==> src/verilog/clhp_regs.vh <==
// clhp_regs.vh: constants for the character display host port
// assumes inclusion by clhp_host_port.v only; definitions only
`ifndef CLHP_REGS_VH
`define CLHP_REGS_VH
// instruction decode
`define CLHP_OP_GLYPH_TOP     2'h1
`define CLHP_OP_SHIFT_TOP     4'h1
// address ranges of the character code ram
`define CLHP_ONE_ROW_LAST     7'h4F
`define CLHP_ROW0_LAST        7'h27
`define CLHP_ROW1_FIRST       7'h40
`define CLHP_ROW1_LAST        7'h67
// strap decode, {hi, lo}
`define CLHP_IF_PARALLEL      2'h0
`define CLHP_IF_TWO_WIRE      2'h1
`define CLHP_IF_FOUR_LINE     2'h2
// two-wire slave address, upper five bits
`define CLHP_SLAVE_ADDR_TOP   5'h0F
// internal operation time, in clock cycles at 40 MHz (18.5 us)
`define CLHP_OP_TIME_NS       18500
`define CLHP_CLK_NS           25
`define CLHP_BUSY_CYCLES      ((`CLHP_OP_TIME_NS + `CLHP_CLK_NS - 1) / `CLHP_CLK_NS)
// reset values
`define CLHP_RST_INC          1'b1
`define CLHP_RST_TWO_ROW      1'b0
`define CLHP_RST_WIDTH8       1'b1
`endif

==> src/verilog/clhp_host_port.v <==
// clhp_host_port.v: host command/data port of a character display controller
// assumes pins arrive asynchronous to clk_sys; links are far slower than 40 MHz
`timescale 1ns/1ps
`include "clhp_regs.vh"

// Summary of operation
// - write instruction 01xxxxxx loads six-bit glyph address, selects glyph ram
// - write instruction 1xxxxxxx loads seven-bit code address, selects code ram
// - one-row mode: code ram addresses run 00H to 4FH contiguously
// - two-row mode: rows at 00H-27H and 40H-67H
// - instruction read returns busy on DB7, counter below; parallel only
// - data write stores byte into ram chosen by last address set
// - counter steps by one after each data write
// - data read returns byte from selected ram then steps counter; parallel only
// - reads come from refilled output latch; first unprimed read is invalid
// - cursor shift reloads the output latch like address set
// - read right after write yields old prefetched content
// - 4-bit mode moves high nibble then low nibble on DB4-DB7
// - 4-bit mode raises busy only after second nibble
// - 8-bit mode moves a byte per strobe on eight lines
// - straps pick parallel, two-wire or four-line serial link
// - four-line: DB5 select, DB7 data in, DB6 clock, cmd_data_sel chooses
// - four-line clock idles high; sample bit on rising edge
// - SDA changes while SCL high are conditions, not data
// - START is SDA fall with SCL high, STOP is SDA rise
// - direction bit one increments counter, zero decrements
// - row-count bit high selects two-row mode
// - two-wire address 01111xx with low bits from DB0/DB1 straps
// - two-wire words are control byte then byte; flag bits pick target
module clhp_host_port (
  // clock and reset
  input  wire       clk_sys,
  input  wire       sys_rst,
  // link pins
  input  wire       strobe_e,
  input  wire       read_not_write,
  input  wire       cmd_data_sel,
  input  wire [7:0] db_in,
  output reg  [7:0] db_out_q,
  output reg  [7:0] db_oe_q,
  // straps
  input  wire       intf_strap_hi,
  input  wire       intf_strap_lo,
  // configuration from the rest of the controller
  input  wire       entry_inc,
  input  wire       two_row,
  input  wire       bus_width_sel,
  input  wire       cursor_shift,
  input  wire       cursor_right,
  // status
  output reg        busy_flag_q,
  output reg  [6:0] addr_counter_q,
  output reg        ram_is_glyph_q
);

  localparam BUSY_CYC = `CLHP_BUSY_CYCLES;

  // storage
  reg [7:0] char_code_ram [0:127];
  reg [7:0] glyph_ram     [0:63];

  // two-flop synchronisers
  reg [12:0] sy1_q;
  reg [12:0] sy2_q;
  reg [12:0] sy3_q;
  always @(posedge clk_sys or posedge sys_rst) begin
    if (sys_rst) begin
      sy1_q <= 13'h0000;
      sy2_q <= 13'h0000;
      sy3_q <= 13'h0000;
    end else begin
      sy1_q <= {intf_strap_hi, intf_strap_lo, cmd_data_sel, read_not_write, strobe_e, db_in[7:1], db_in[0]};
      sy2_q <= sy1_q;
      sy3_q <= sy2_q;
    end
  end
  wire [7:0] db_s  = sy2_q[7:0];
  wire       e_s   = sy2_q[8];
  wire       rw_s  = sy2_q[9];
  wire       rs_s  = sy2_q[10];
  wire [1:0] if_s  = sy2_q[12:11];
  wire [1:0] strap = {sy2_q[12], sy2_q[11]};

  // next address along the entry direction, wrapped into the valid ranges
  function [6:0] step_addr;
    input [6:0] a;
    input       inc;
    input       glyph;
    input       rows2;
    begin
      if (glyph)
        step_addr = {1'b0, inc ? a[5:0] + 6'h01 : a[5:0] - 6'h01};
      else if (!rows2) begin
        if (inc) step_addr = (a >= `CLHP_ONE_ROW_LAST) ? 7'h00 : a + 7'h01;
        else     step_addr = (a == 7'h00) ? `CLHP_ONE_ROW_LAST : a - 7'h01;
      end else begin
        if (inc) step_addr = (a == `CLHP_ROW0_LAST) ? `CLHP_ROW1_FIRST :
                             (a >= `CLHP_ROW1_LAST) ? 7'h00 : a + 7'h01;
        else     step_addr = (a == `CLHP_ROW1_FIRST) ? `CLHP_ROW0_LAST :
                             (a == 7'h00) ? `CLHP_ROW1_LAST : a - 7'h01;
      end
    end
  endfunction
  function [7:0] ram_rd;
    input [6:0] a;
    input       glyph;
    begin
      ram_rd = glyph ? glyph_ram[a[5:0]] : char_code_ram[a];
    end
  endfunction
  wire [6:0] addr_next = step_addr(addr_counter_q, entry_inc, ram_is_glyph_q, two_row);

  // strap mode reloads on every cycle the synchronised pins hold steady (straps are static)
  reg [1:0] mode_q;
  wire      mode_par = (mode_q == `CLHP_IF_PARALLEL);
  wire      unused_if = ^if_s;

  // serial sampling; pins share DB lines per link
  wire sp_cs_n = db_s[5];
  wire sp_clk  = db_s[6];
  wire sp_din  = db_s[7];
  wire sda     = db_s[6];
  wire scl     = db_s[7];
  reg  sda_p_q;
  reg  scl_p_q;
  reg  sclk_p_q;

  // byte delivery strobe from any link
  reg       byt_v;
  reg       byt_rs;
  reg       byt_rd;
  reg [7:0] byt;

  // parallel strobe edge and nibble tracking
  reg       e_p_q;
  reg       nib_lo_q;
  reg [3:0] nib_hi_q;
  // serial shift state
  reg [7:0] sh_q;
  reg [2:0] bit_q;
  // two-wire state
  localparam TW_IDLE = 4'h1;
  localparam TW_ADDR = 4'h2;
  localparam TW_CTRL = 4'h4;
  localparam TW_DATA = 4'h8;
  reg [3:0] tw_q;
  reg       tw_ack_q;
  reg       tw_last_ctrl_q;
  reg       tw_ram_q;
  reg [1:0] sa_q;

  reg [7:0]  out_latch_q;
  reg [9:0]  busy_cnt_q;
  reg [1:0]  pre_q;

  // link receivers and core
  always @(posedge clk_sys or posedge sys_rst) begin
    if (sys_rst) begin
      mode_q <= `CLHP_IF_PARALLEL;
      sa_q <= 2'h0;
      e_p_q <= 1'b0;
      nib_lo_q <= 1'b0;
      nib_hi_q <= 4'h0;
      sh_q <= 8'h00;
      bit_q <= 3'h0;
      tw_q <= TW_IDLE;
      tw_ack_q <= 1'b0;
      tw_last_ctrl_q <= 1'b0;
      tw_ram_q <= 1'b0;
      sda_p_q <= 1'b1;
      scl_p_q <= 1'b1;
      sclk_p_q <= 1'b1;
      byt_v <= 1'b0;
      byt_rs <= 1'b0;
      byt_rd <= 1'b0;
      byt <= 8'h00;
      db_out_q <= 8'h00;
      db_oe_q <= 8'h00;
      busy_flag_q <= 1'b0;
      busy_cnt_q <= 10'h000;
      addr_counter_q <= 7'h00;
      ram_is_glyph_q <= 1'b0;
      out_latch_q <= 8'h00;
      pre_q <= 2'h0;
    end else begin
      byt_v <= 1'b0;
      e_p_q <= e_s;
      sda_p_q <= sda;
      scl_p_q <= scl;
      sclk_p_q <= sp_clk;
      if (sy3_q == sy2_q) begin
        mode_q <= strap;
        sa_q <= db_s[1:0];
      end
      // parallel bus
      if (mode_par) begin
        if (e_s && !e_p_q && rw_s) begin
          if (!bus_width_sel && nib_lo_q)
            db_out_q <= {rs_s ? out_latch_q[3:0] : addr_counter_q[3:0], 4'h0};
          else if (rs_s)
            db_out_q <= out_latch_q;
          else
            db_out_q <= {busy_flag_q, addr_counter_q};
          db_oe_q <= bus_width_sel ? 8'hFF : 8'hF0;
        end
        if (!e_s && e_p_q) begin
          db_oe_q <= 8'h00;
          if (bus_width_sel) begin
            byt_v <= 1'b1;
            byt <= db_s;
            byt_rs <= rs_s;
            byt_rd <= rw_s;
          end else if (!nib_lo_q) begin
            nib_lo_q <= 1'b1;
            nib_hi_q <= db_s[7:4];
          end else begin
            nib_lo_q <= 1'b0;
            byt_v <= 1'b1;
            byt <= {nib_hi_q, db_s[7:4]};
            byt_rs <= rs_s;
            byt_rd <= rw_s;
          end
        end
      end
      // four-line serial
      if (mode_q == `CLHP_IF_FOUR_LINE) begin
        if (sp_cs_n) begin
          bit_q <= 3'h0;
        end else if (sp_clk && !sclk_p_q) begin
          sh_q <= {sh_q[6:0], sp_din};
          bit_q <= bit_q + 3'h1;
          if (bit_q == 3'h7) begin
            byt_v <= 1'b1;
            byt <= {sh_q[6:0], sp_din};
            byt_rs <= rs_s;
            byt_rd <= 1'b0;
          end
        end
      end
      // two-wire serial
      if (mode_q == `CLHP_IF_TWO_WIRE) begin
        if (scl && scl_p_q && !sda && sda_p_q) begin
          tw_q <= TW_ADDR;
          bit_q <= 3'h0;
          tw_ack_q <= 1'b1;                         // first scl fall after start is not a byte end
          tw_last_ctrl_q <= 1'b0;
        end else if (scl && scl_p_q && sda && !sda_p_q) begin
          tw_q <= TW_IDLE;
          db_oe_q <= 8'h00;
        end else if (scl && !scl_p_q && !tw_ack_q && tw_q != TW_IDLE) begin
          sh_q <= {sh_q[6:0], sda};
          bit_q <= bit_q + 3'h1;
        end else if (!scl && scl_p_q && tw_q != TW_IDLE) begin
          db_oe_q <= 8'h00;
          if (tw_ack_q) begin
            tw_ack_q <= 1'b0;
          end else if (bit_q == 3'h0) begin
            tw_ack_q <= 1'b1;
            db_out_q <= 8'h00;
            case (tw_q)
              TW_ADDR: begin
                if (sh_q[7:1] == {`CLHP_SLAVE_ADDR_TOP, sa_q} && !sh_q[0]) begin
                  tw_q <= TW_CTRL;
                  db_oe_q <= 8'h40;
                end else begin
                  tw_q <= TW_IDLE;
                  tw_ack_q <= 1'b0;
                end
              end
              TW_CTRL: begin
                tw_q <= TW_DATA;
                tw_last_ctrl_q <= !sh_q[7];
                tw_ram_q <= sh_q[6];
                db_oe_q <= 8'h40;
              end
              TW_DATA: begin
                tw_q <= tw_last_ctrl_q ? TW_DATA : TW_CTRL;
                byt_v <= 1'b1;
                byt <= sh_q;
                byt_rs <= tw_ram_q;
                byt_rd <= 1'b0;
                db_oe_q <= 8'h40;
              end
              default: tw_q <= TW_IDLE;
            endcase
          end
        end
      end
      // busy timing
      if (busy_cnt_q != 10'h000)
        busy_cnt_q <= busy_cnt_q - 10'h001;
      else
        busy_flag_q <= 1'b0;
      // prefetch of the output latch after address set, cursor shift and data read
      if (pre_q != 2'h0) begin
        pre_q <= pre_q - 2'h1;
        if (pre_q == 2'h1)
          out_latch_q <= ram_rd(addr_counter_q, ram_is_glyph_q);
      end
      if (cursor_shift && !ram_is_glyph_q) begin
        addr_counter_q <= step_addr(addr_counter_q, cursor_right, 1'b0, two_row);
        pre_q <= 2'h2;
      end
      // execute a delivered byte
      if (byt_v) begin
        if (!byt_rs && !byt_rd) begin
          if (byt[7]) begin
            addr_counter_q <= byt[6:0];
            ram_is_glyph_q <= 1'b0;
            pre_q <= 2'h2;
          end else if (byt[7:6] == `CLHP_OP_GLYPH_TOP) begin
            addr_counter_q <= {1'b0, byt[5:0]};
            ram_is_glyph_q <= 1'b1;
            pre_q <= 2'h2;
          end
          busy_flag_q <= 1'b1;
          busy_cnt_q <= BUSY_CYC[9:0];
        end else if (byt_rs && !byt_rd) begin
          if (ram_is_glyph_q)
            glyph_ram[addr_counter_q[5:0]] <= byt;
          else
            char_code_ram[addr_counter_q] <= byt;
          addr_counter_q <= addr_next;
          busy_flag_q <= 1'b1;
          busy_cnt_q <= BUSY_CYC[9:0];
        end else if (byt_rs && byt_rd) begin
          addr_counter_q <= addr_next;
          pre_q <= 2'h2;
        end
      end
    end
  end

endmodule

==> config.mk <==
export PLATFORM = sky130hd
export DESIGN_NAME = clhp_host_port
export DESIGN_NICKNAME = d
export VERILOG_FILES = /design/src/verilog/clhp_host_port.v
export VERILOG_INCLUDE_DIRS = /design/src /design/src/verilog
export SDC_FILE = /design/constraint.sdc
export NUM_CORES = 2
export LEC_CHECK = 0
export BUFFER_PORTS_ARGS = -buffer_cell sky130_fd_sc_hd__buf_2
export CAP_MARGIN = 20
export CORE_MARGIN = 2
export CORE_UTILIZATION = 26
export DETAILED_ROUTE_END_ITERATION = 10
export PLACE_DENSITY = 0.42
export SLEW_MARGIN = 30
export SYNTH_ARGS = -nofsm -noshare
export SYNTH_HDL_FRONTEND = slang
export SYNTH_SLANG_ARGS = --single-unit
export TNS_END_PERCENT = 50
==> constraint.sdc <==
create_clock -name clk_sys -period 4.1 [get_ports clk_sys]
set_clock_uncertainty 0.05 [all_clocks]
set_input_delay 0.205 -clock clk_sys [delete_from_list [all_inputs] [get_ports clk_sys]]
set_output_delay 0.205 -clock clk_sys [all_outputs]
set_load 0.05 [all_outputs]
==> results_dict.tcl <==
set metrics [dict create \
    ys_seq_area_frac 0.7460 \
    fp.coreArea_mm2 0.2519 \
    maxCapViolCount 0 \
    cts_buffer_depth 3 \
    placed_area_mm2 0.07280 \
    first_pass_iters 5 \
    power_density_mw_per_mm2 714.2 \
    crit_type "flop to flop" \
    die-area_mm2 0.2579 \
    ys_types 89 \
    viasPerCell 5.131 \
    synth-simple-area-share 0.05248 \
    async_flop_share 0.07470 \
    cp-start-kind "flop" \
    ioPinCount 45 \
    synthAdderAreaFrac 0.002578 \
    relSlewSlack 0.3345 \
    grt_pass1_wl_mm 339.6 \
    startpoint "addr_counter_q[0]" \
    grt_usage 0.1866 \
    htreeDepth 4 \
    clk_pin_slew_ps 60 \
    cp.arrival_ps 4670 \
    gr-usage-met2 0.2941 \
    drt_wl_total_mm 245.2 \
    rrSetupSlack_ps 140 \
    layout_setup_ws_ps 140.8 \
    die_h_um 507.8 \
    numPortBuffers 44 \
    setup_viol 0 \
    required_ps 4810 \
    grt_antenna_before_repair 13 \
    timing.fmax_ghz 0.2526 \
    numCtsBuffers 182 \
    use_met3 0.03044 \
    r2r_start "addr_counter_q[0]" \
    wire_per_inst_um 30.30 \
    rsz0062_at_grt "no" \
    insertion_delay_ps 840 \
    rows 184 \
    cts.sinks 1660 \
    synth_area_mm2 0.06599 \
    fin_area_mm2 0.07888 \
    initial_core_util 0.2620 \
    synth_top_family_by_area "compound AO/OA/AOI/OAI gates" \
    seqCellArea_mm2 0.04928 \
    status "finished, final reports clean" \
    dr.first_iter.drc_count 4353 \
    synth.net_count 4219 \
    holdCritPathClass "primary input to asynchronous set/reset pin" \
    synthXorXnorAreaFrac 0.003583 \
    drive_above_1_share 0.1996 \
    die_x_um 507.8 \
    fin_tns_setup_ps 0 \
    dp_slack_ps -43.16 \
    num-nets-final 4633 \
    p_total_mw 56.34 \
    mostFrequentLayoutCell "edfxtp_1" \
    fin_crit_sh 0.9657 \
    ys_ff_latch 1660 \
    rr_endpoint "out_latch_q[0]" \
    fin_crit_ps 3959 \
    vdd_drop_max_v 0.0005070 \
    drc 0 \
    drv_slew 0 \
    netlist.area_leader.share 0.6989 \
    top_usage_layer "met2" \
    tightestPinTransition_ps 998.3 \
    hold_viol 0 \
    cts_tree "yes" \
    synthMuxAreaShare 0.05049 \
    synth.avg_cell_area_um2 15.77 \
    fillerInstances 24928 \
    cp_max_fo 23 \
    gp_congestion 0.8957 \
    detail-route-antenna-nets 0 \
    grt_max_degree 150 \
    synth_edf_count 1536 \
    yosysWarnings 0 \
    end_kind "flop" \
    overflow 0 \
    final_cell_mix "1536 x edfxtp_1, 394 x buf_4, 334 x nor2_1" \
    netlist_top_cells_area "edfxtp_1 70%, dfrtp_1 4.6%, mux2_2 2.3%" \
    r2r_cells 9 \
    yosysTopAreaCell "edfxtp_1" \
    syn2layout_area_growth_pct 19.52 \
    grt_pass1_vias 40544 \
    leakagePower_nw 25.87 \
    dp_hpwl_mm 157.3 \
    vias 41537 \
    gr-usage-met1 0.2619 \
    synth_compound_area_frac 0.1195 \
    multi_input_area_mm2 0.01518 \
    syn_inst 4186 \
    clockRootBuffer "clkbuf_16" \
    synth_flop_cell "edfxtp_1" \
]
==> power breakdown <==
group          total (mW)  internal (mW)  switching (mW)
combinational        19.3           5.63            13.6
sequential           21.1           20.1           0.918
clock                16.0           9.12            6.89
total                56.3           34.9            21.5
==> how the worst max path moves through the flow <==
stage / end / slack (ps)
global route: out_latch_q[0] / 80
finish: out_latch_q[0] / 140
CTS: out_latch_q[0] / 130
global placement: out_latch_q[0] / -30
floorplan: addr_counter_q[3] / 400
detailed placement: out_latch_q[0] / -40
==> critical path, cell delays in order, from the launching register on <==
cell and delay (ps):
dfrtp_4 680, nor2b_4 780, buf_4 330, a221oi_1 100, o21ai_0 370, buf_4 220, a41oi_1 320, nor4_2 650
buf_4 200, a31o_1 130
==> cells by family (layout without fill, tap and decap cells) <==
group           after synthesis  count (layout)
flops                      1660            1660
compound gates             1111            1111
simple gates                776             776
buf+inv                     311             870
mux                         288             288
xor+xnor                     27              27
fa+ha+maj                    13              13
other cells                   0               2
==> timing repair <==
action	in CTS	in global routing
endpoints found under the hold margin	108	0
hold buffers	35	0
resized for setup	1	0
endpoints found under the setup margin	1	0
buffers inserted	0	0
==> state kept, by name, summed over array words and instances (netlist names), 7 cells and up <==
signal,cells
addr_counter_q,7
busy_cnt_q,10
byt,8
char_code_ram,1024
db_oe_q,8
db_out_q,8
glyph_ram,512
out_latch_q,8
sh_q,8
sy1_q,13
sy2_q,13
sy3_q,13
==> area by class of cell <==
class / count / share of cell area
Multi-Input combinational cell: 2215 / 0.1925
Sequential cell: 1660 / 0.6247
Clock buffer: 237 / 0.06275
Tap cell: 3348 / 0.05311
Antenna cell: 2 / 0.00006345
Inverter: 23 / 0.001221
Timing Repair Buffer: 518 / 0.05606
Clock inverter: 92 / 0.009628
==> through the flow <==
step                cells    util  hold WS (ps)
global route         8094  0.3132         110.6
CTS                  8093  0.3131         36.87
floorplan            4186       -         186.4
finish               8095  0.3132         45.11
global placement     7727  0.2889         262.4
detailed placement   7729  0.2891         264.4
==> synth_stat cells (18+ instances only) <==
cell,number
a31oi_1,23
edfxtp_1,1536
a21oi_1,235
a22oi_1,176
buf_6,29
nor2_1,336
o21ai_0,148
a221o_1,39
mux2i_1,127
o221ai_1,27
buf_1,22
a211oi_1,30
o2bb2ai_1,18
inv_1,21
a22o_1,48
dfrtp_1,121
nor3_1,35
a221oi_1,151
nand2_1,224
mux4_2,22
clkbuf_1,76
xnor2_1,18
buf_2,125
o22ai_1,32
o211ai_1,39
buf_4,35
mux2_2,137
nand3_1,55
==> routing by layer <==
layer	wire [um]	part of all wire
met2	112900	0.46
met4	7316	0.030
met1	109400	0.45
met3	15590	0.064
met5	21	0.000086
Note: power is estimated with default switching activity, not from simulation.
